==> config.mk <==
export PLATFORM = sky130hd
export DESIGN_NAME = isd_status_diag
export DESIGN_NICKNAME = d
export VERILOG_FILES = /design/src/isd_pkg.sv /design/src/isd_status_diag.sv
export VERILOG_INCLUDE_DIRS = /design/src
export SDC_FILE = /design/constraint.sdc
export NUM_CORES = 1
export LEC_CHECK = 0
export ABC_CLOCK_PERIOD_IN_PS = 7200
export BUFFER_PORTS_ARGS = -buffer_cell sky130_fd_sc_hd__buf_4
export CORE_AREA = 2 2 113 115
export DETAILED_ROUTE_END_ITERATION = 16
export DIE_AREA = 0 0 115 117
export PLACE_DENSITY = 0.61
export SKIP_CTS_REPAIR_TIMING = 1
export SYNTH_ARGS = -nofsm -noshare
export SYNTH_HDL_FRONTEND = slang
export SYNTH_SLANG_ARGS = --single-unit
==> constraint.sdc <==
create_clock -name ref_clk -period 7.2 [get_ports ref_clk]
set_input_delay 0.36 -clock ref_clk [delete_from_list [all_inputs] [get_ports ref_clk]]
set_output_delay 0.36 -clock ref_clk [all_outputs]
set_load 0.005 [all_outputs]
==> src/isd_map.svh <==
// Constants for the interlock status and diagnostics block
`ifndef ISD_MAP_SVH
`define ISD_MAP_SVH
`define ISD_CLK_HZ 100000000
`define ISD_BLINK_HZ 1
// Half period of the 1 Hz blink in cycles
`define ISD_BLINK_HALF ((`ISD_CLK_HZ / `ISD_BLINK_HZ) / 2)
`define ISD_WARN_MIN 30
// Warning escalation time in cycles
// Worked in 64 bits: thirty minutes of cycles does not fit in 32
`define ISD_WARN_CYC (64'(`ISD_WARN_MIN) * 64'(60) * 64'(`ISD_CLK_HZ))
// Flash code pause length in blink half periods, then the steady-red and no-fault code values
`define ISD_CODE_PAUSE 4
`define ISD_CODE_STEADY 7
`define ISD_CODE_NONE 0
`endif

==> src/isd_pkg.sv <==
// Types for the interlock status and diagnostics block
package isd_pkg;
	typedef struct packed {
		logic guardClosed;
		logic guardLocked;
		logic actuatorIn;
		logic lockPossible;
	} isd_guard_t;
	typedef struct packed {
		logic outOneFault;
		logic outTwoFault;
		logic crossShort;
		logic overTemp;
		logic actuatorFault;
		logic handleFault;
		logic deviceDefect;
	} isd_fault_t;
	typedef struct packed {
		logic green;
		logic yellow;
		logic red;
	} isd_lamp_t;
	typedef enum logic [1:0] {CODE_PULSE_ON, CODE_PULSE_OFF, CODE_PAUSE} isd_flash_t;
endpackage

==> src/isd_status_diag.sv <==
// Status lamps, safety outputs and diagnostic output of a guard-locking switch
`timescale 1ns/10ps
`include "isd_map.svh"
module isd_status_diag #(
	parameter longint WARN_CYCLES = `ISD_WARN_CYC,
	parameter int BLINK_HALF = `ISD_BLINK_HALF,
	parameter bit POWER_TO_LOCK = 1'b0
) (
	input wire logic ref_clk,
	input wire logic rst_n,
	input wire logic safetyInputOnePin,
	input wire logic safetyInputTwoPin,
	input wire logic lockCmdPin,
	input wire isd_pkg::isd_guard_t guardPin,
	input wire isd_pkg::isd_fault_t faultPin,
	input wire logic teachIn,
	output isd_pkg::isd_lamp_t lamps,
	output logic safetyOutputOne,
	output logic safetyOutputTwo,
	output logic diagOut,
	output logic lockRequest
);
	// ==========================================================
	// Input synchronisers
	localparam int SW = 4 + 7 + 3;
	logic [SW-1:0] syncA_r;
	logic [SW-1:0] syncB_r;
	always_ff @(posedge ref_clk or negedge rst_n) begin
		if (!rst_n) begin
			syncA_r <= '0;
			syncB_r <= '0;
		end else begin
			syncA_r <= {safetyInputOnePin, safetyInputTwoPin, lockCmdPin, guardPin, faultPin};
			syncB_r <= syncA_r;
		end
	end
	logic inOne, inTwo, lockCmd;
	isd_pkg::isd_guard_t guard;
	isd_pkg::isd_fault_t fault;
	assign {inOne, inTwo, lockCmd, guard, fault} = syncB_r;

	// Command level meaning lock depends on variant
	assign lockRequest = POWER_TO_LOCK ? lockCmd : !lockCmd;

	// ==========================================================
	// Fault classification
	logic warnNow, immNow;
	assign warnNow = fault.outOneFault | fault.outTwoFault | fault.crossShort | fault.overTemp;
	assign immNow = fault.actuatorFault | fault.handleFault | fault.deviceDefect;

	// Code for a fault set; immediate faults take precedence
	function automatic logic [2:0] pickCode(input isd_pkg::isd_fault_t f);
		if (f.deviceDefect) pickCode = 3'(`ISD_CODE_STEADY);
		else if (f.handleFault) pickCode = 3'h6;
		else if (f.actuatorFault) pickCode = 3'h5;
		else if (f.overTemp) pickCode = 3'h4;
		else if (f.crossShort || (f.outOneFault && f.outTwoFault)) pickCode = 3'h3;
		else if (f.outTwoFault) pickCode = 3'h2;
		else if (f.outOneFault) pickCode = 3'h1;
		else pickCode = 3'(`ISD_CODE_NONE);
	endfunction

	// ==========================================================
	// Latched error, warning timer and guard-cycle clear
	logic errLatched_r, errLatched_nxt;
	logic [2:0] errCode_r, errCode_nxt;
	logic sawOpen_r, sawOpen_nxt;
	// Counter sized from the escalation time so the full default fits
	localparam int WW = $clog2(WARN_CYCLES + 1);
	logic [WW-1:0] warnCnt_r, warnCnt_nxt;
	logic warnExpired;
	assign warnExpired = warnCnt_r >= WW'(WARN_CYCLES);
	always_comb begin
		errLatched_nxt = errLatched_r;
		errCode_nxt = errCode_r;
		sawOpen_nxt = sawOpen_r;
		// Warning timer restarts whenever the warning goes away
		warnCnt_nxt = warnNow ? (warnExpired ? warnCnt_r : warnCnt_r + WW'(1)) : '0;
		if (errLatched_r && !guard.guardClosed && !immNow && !warnNow)
			sawOpen_nxt = 1'b1;
		// Clear only when cause gone and guard closed after an opening
		if (errLatched_r && sawOpen_r && guard.guardClosed && !immNow && !warnNow) begin
			errLatched_nxt = 1'b0;
			sawOpen_nxt = 1'b0;
		end
		// New error wins over a clear in the same cycle
		if (immNow || (warnNow && warnExpired)) begin
			errLatched_nxt = 1'b1;
			errCode_nxt = pickCode(fault);
			sawOpen_nxt = 1'b0;
		end
	end
	always_ff @(posedge ref_clk or negedge rst_n) begin
		if (!rst_n) begin
			errLatched_r <= 1'b0;
			errCode_r <= 3'h0;
			sawOpen_r <= 1'b0;
			warnCnt_r <= '0;
		end else begin
			errLatched_r <= errLatched_nxt;
			errCode_r <= errCode_nxt;
			sawOpen_r <= sawOpen_nxt;
			warnCnt_r <= warnCnt_nxt;
		end
	end

	// ==========================================================
	// Blink base and flash-code sequencer
	logic [31:0] blinkCnt_r, blinkCnt_nxt;
	logic blink_r, blink_nxt;
	logic halfTick;
	isd_pkg::isd_flash_t fl_r, fl_nxt;
	logic [2:0] pulseCnt_r, pulseCnt_nxt;
	logic [2:0] slotCnt_r, slotCnt_nxt;
	logic [2:0] showCode;
	assign halfTick = blinkCnt_r == 32'(BLINK_HALF - 1);
	// Latched error code outranks a live warning code
	assign showCode = errLatched_r ? errCode_r : pickCode(fault);
	always_comb begin
		blinkCnt_nxt = halfTick ? 32'h0 : blinkCnt_r + 32'h1;
		blink_nxt = halfTick ? !blink_r : blink_r;
		fl_nxt = fl_r;
		pulseCnt_nxt = pulseCnt_r;
		slotCnt_nxt = slotCnt_r;
		if (halfTick) begin
			case (fl_r)
				isd_pkg::CODE_PULSE_ON: begin
					fl_nxt = isd_pkg::CODE_PULSE_OFF;
					pulseCnt_nxt = pulseCnt_r + 3'h1;
				end
				isd_pkg::CODE_PULSE_OFF: begin
					// Long pause after the burst lets an observer count it
					if (pulseCnt_r >= showCode) begin
						fl_nxt = isd_pkg::CODE_PAUSE;
						slotCnt_nxt = 3'h0;
					end else begin
						fl_nxt = isd_pkg::CODE_PULSE_ON;
					end
				end
				isd_pkg::CODE_PAUSE: begin
					slotCnt_nxt = slotCnt_r + 3'h1;
					if (slotCnt_r == 3'(`ISD_CODE_PAUSE - 1) && showCode != 3'h0) begin
						fl_nxt = isd_pkg::CODE_PULSE_ON;
						pulseCnt_nxt = 3'h0;
					end
				end
				default: fl_nxt = isd_pkg::CODE_PAUSE;
			endcase
		end
	end
	always_ff @(posedge ref_clk or negedge rst_n) begin
		if (!rst_n) begin
			blinkCnt_r <= 32'h0;
			blink_r <= 1'b0;
			fl_r <= isd_pkg::CODE_PAUSE;
			pulseCnt_r <= 3'h0;
			slotCnt_r <= 3'h0;
		end else begin
			blinkCnt_r <= blinkCnt_nxt;
			blink_r <= blink_nxt;
			fl_r <= fl_nxt;
			pulseCnt_r <= pulseCnt_nxt;
			slotCnt_r <= slotCnt_nxt;
		end
	end

	// ==========================================================
	// Output decode, registered
	isd_pkg::isd_lamp_t lamps_nxt;
	logic outEn_nxt, diag_nxt;
	logic inputsOk, lockedOk;
	assign inputsOk = inOne & inTwo;
	assign lockedOk = guard.guardClosed & guard.guardLocked & guard.actuatorIn;
	always_comb begin
		lamps_nxt.green = 1'b1;
		lamps_nxt.red = 1'b0;
		lamps_nxt.yellow = !guard.guardClosed ? 1'b0 : (guard.guardLocked ? 1'b1 : blink_r);
		// Unlocking disables outputs; relock with actuator in re-enables
		outEn_nxt = inputsOk && lockedOk && !errLatched_r && !teachIn;
		diag_nxt = guard.guardClosed && (guard.lockPossible || guard.guardLocked);
		if (!inputsOk) begin
			lamps_nxt.green = blink_r;
		end
		if (errLatched_r) begin
			lamps_nxt.yellow = 1'b0;
			diag_nxt = 1'b0;
		end else if (warnNow) begin
			diag_nxt = 1'b0;
		end
		if (showCode == 3'(`ISD_CODE_STEADY))
			lamps_nxt.red = 1'b1;
		else if (showCode != 3'h0)
			lamps_nxt.red = fl_r == isd_pkg::CODE_PULSE_ON;
		if (teachIn) begin
			lamps_nxt = '{green: 1'b0, yellow: blink_r, red: 1'b1};
			diag_nxt = 1'b0;
		end
	end
	always_ff @(posedge ref_clk or negedge rst_n) begin
		if (!rst_n) begin
			lamps <= '0;
			safetyOutputOne <= 1'b0;
			safetyOutputTwo <= 1'b0;
			diagOut <= 1'b0;
		end else begin
			lamps <= lamps_nxt;
			safetyOutputOne <= outEn_nxt;
			safetyOutputTwo <= outEn_nxt;
			diagOut <= diag_nxt;
		end
	end
endmodule

==> flow_metrics.tcl <==
set metrics [dict create \
    antenna_found_initial 0 \
    startpoint_type "register" \
    relSlewSlack_pct 34.0 \
    hold_path_class "in2async" \
    core_um2 12300 \
    vias 3907 \
    end_kind "register" \
    dpl.hpwl_um 6930 \
    grt_pass1_vias 3887 \
    place_inst 683 \
    fin_skew_ns 0.0118 \
    cp_max_fo 22 \
    power_frac_seq_pct 40.7 \
    design_area_um2 6370 \
    violations "hold timing" \
    clock-root-buffer "clkbuf_16" \
    synth_fp_nets 547 \
    antenna_left 0 \
    nets 578 \
    cts_sinks 117 \
    synthTopCellsByArea "dfrtp_1 (54%), xor2_1 (4.7%), nor2_1 (4.5%)" \
    wl_per_cell_um 14.7 \
    power_w 0.00173 \
    grt.total_usage_pct 17.2 \
    synthDistinctLibCells 53 \
    clkTransAtPathRegs_ns 0.05 \
    maxCapViolCount 0 \
    p_int_w 0.00136 \
    setup_violations 0 \
    grt_max_degree 64 \
    die_area_um2 13500 \
    maxSlewViolCount 0 \
    die_w_um 115 \
    avgSynthCellArea_um2 10.3 \
    tns_ns 0 \
    ys.flop_type "dfrtp_1" \
    rows 41 \
    tritoncts "done" \
    ff2ff_setup_slack_ns 4.07 \
    num_io_pins 24 \
    vias_per_cell 5.46 \
    rsz0062_at_grt "no" \
    ys_ff_latch 117 \
    leakagePower_nw 2.83 \
    die_h_um 117 \
    placed_cell_area_um2 5700 \
    sw_frac_of_total_pct 21.1 \
    start_util_pct 43.6 \
    overflow 0 \
    clock_path_buffers 2 \
    pwr-share-clk_pct 55.5 \
    grt_pass1_wl_um 18300 \
    h-tree-depth 4 \
    synth_largest_area_cell "dfrtp_1" \
    clk_latency_ns 0.42 \
    synth_edf_count 0 \
    r2r-start "warnCnt_r[15]" \
    place.gp.congestion 0.823 \
    syn_area_um2 5360 \
    remaining_drc_errors 0 \
    fmax_mhz 319 \
    multi_input_area_um2 2330 \
    crit_required_ns 7.54 \
    crit_arrival_ns 3.48 \
    rr_endpoint "warnCnt_r[13]" \
    combPwrFrac_pct 3.8 \
    outcome "complete, but fails checks" \
    min_period_ns 3.13 \
    netlist_instances 521 \
    drive_above_1_share_pct 12.7 \
    diodes 0 \
    synth-seq-area-share_pct 54.6 \
    register_area_um2 2930 \
    ir_worst_vdd_mv 0.182 \
    drt_iter0_markers 258 \
    syn_to_final_growth_pct 18.8 \
    p_per_area_nw_per_um2 272 \
    critPathKind "reg2reg" \
    num-fill-cells 1140 \
    cts_buffers 17 \
    worst_pin_slew_ns 0.988 \
    hold_slack_ns -0.00589 \
    io_buffers 23 \
    synth_top_area_share_pct 54.1 \
    fin_crit_sh_pct 43.5 \
    reg2regPathDepth 6 \
    final_cells 715 \
    final_hold_viol_count 1 \
    first_pass_iters 4 \
    routed_wl_um 10500 \
    synthArstFlopShare_pct 100 \
    synth_warnings 0 \
    switchingPower_w 0.000365 \
]
flip-flops by register name, summed over array words and instances, names as in the netlist, 2 cells and up:
register / flops
blinkCnt_r: 32
syncA_r: 14
errCode_r: 3
slotCnt_r: 3
pulseCnt_r: 3
syncB_r: 14
fl_r: 2
warnCnt_r: 38
lamps: 3
through the flow:
stage	utilization, %	setup slack [ns]
6_report	51.7	4.07
5_1_grt	51.7	3.78
4_1_cts	51.7	4.02
3_5_place_dp	46.3	4.03
3_3_place_gp	46.3	4.13
2_1_floorplan	-	4.80
power by group through the flow:
stage / sequential [W] / clock [W] / combinational (W)
2_1_floorplan: 0.000709 / 0 / 0.0000385
3_3_place_gp: 0.000714 / 0 / 0.0000655
3_5_place_dp: 0.000715 / 0 / 0.0000667
4_1_cts: 0.000704 / 0.000978 / 0.0000673
5_1_grt: 0.000708 / 0.00101 / 0.0000760
6_report: 0.000705 / 0.000960 / 0.0000653
Yosys cell counts, types with 2 or more instances:
library cell and count:
dfrtp_1 116, nor2_1 65, nand2_1 39, nand3_1 32, xor2_1 29, a21oi_1 27, and3_1 22, nand4_1 22
xnor2_1 19, o21ai_0 18, inv_1 13, clkbuf_1 11, or3_1 11, or4_1 10, ha_1 9, nor4_1 8
and2_1 6, nor3_1 6, and4_1 4, o211ai_1 4, a211oi_1 3, nand3_2 3, o31a_1 3, o31ai_1 3
a21o_1 2, buf_2 2, mux2_1 2, mux2_2 2, mux2i_1 2, nand2b_1 2, nor4bb_1 2, o21a_1 2
or2_2 2
metal layers:
| layer | global-route usage (%) | vias to the layer above | share of wire (%) |
|---|---|---|---|
| met1 | 23.1 | 1913 | 47 |
| met5 | 0 | - | 0 |
| met3 | 5.56 | 9 | 3.1 |
| met4 | 5.86 | 0 | 1.4 |
| met2 | 26.7 | 70 | 48 |
| li1 | - | 1915 | - |
cell families (layout without fill, tap and decap cells):
family | Yosys count | after routing | share of synthesized area (%)
AND/OR/NAND/NOR | 242 | 242 | 23.6
adder cells (fa/ha/maj) | 9 | 9 | 2.10
buffers and inverters | 28 | 72 | 2.22
AO/OA/AOI/OAI | 71 | 71 | 8.38
flip-flops | 117 | 117 | 54.6
multiplexers | 6 | 6 | 1.21
XOR/XNOR | 48 | 48 | 7.84
how the worst max path moves through the flow:
stage | startpoint | end | slack [ns]
final | warnCnt_r[15] | warnCnt_r[13] | 4.07
after global routing | warnCnt_r[15] | warnCnt_r[15] | 3.78
after CTS | warnCnt_r[15] | warnCnt_r[13] | 4.02
after detailed placement | warnCnt_r[15] | warnCnt_r[13] | 4.03
after global placement | warnCnt_r[16] | warnCnt_r[15] | 4.13
after floorplan | warnCnt_r[16] | errCode_r[0] | 4.80
worst max-delay path, stage by stage (launching register included):
cell	delay, ns
dfrtp_1	0.42
or4_1	0.51
o31a_1	0.29
o311ai_4	0.81
nand3_2	0.40
or4_1	0.55
nand2_1	0.08
cell type report:
cell class	count	area share, %
Sequential cell	117	46.0
Multi-Input combinational cell	376	36.5
Clock buffer	18	6.74
Clock inverter	14	3.85
Timing Repair Buffer	27	3.18
Tap cell	150	2.95
Inverter	13	0.766
layout by cell type, fill, tap and decap left out, types with 3 or more instances in the layout:
master,synthesis,final
ha_1,9,9
and2_1,6,6
buf_4,1,27
nor2_1,65,65
nor4_1,8,6
o21ai_0,18,18
and4_1,4,4
dfrtp_1,116,116
xnor2_1,19,19
nand3_1,32,32
and3_1,22,22
nand4_1,22,22
o31ai_1,3,3
xor2_1,29,29
clkbuf_16,0,17
nor3_1,6,6
o211ai_1,4,4
bufinv_16,0,6
inv_1,13,13
nor4_2,1,3
inv_6,0,4
a21oi_1,27,27
or4_1,10,10
or3_1,11,11
a211oi_1,3,3
nand2_1,39,39
o31a_1,3,3
nand3_2,3,3
No activity file was read; power rests on OpenSTA's default activity.
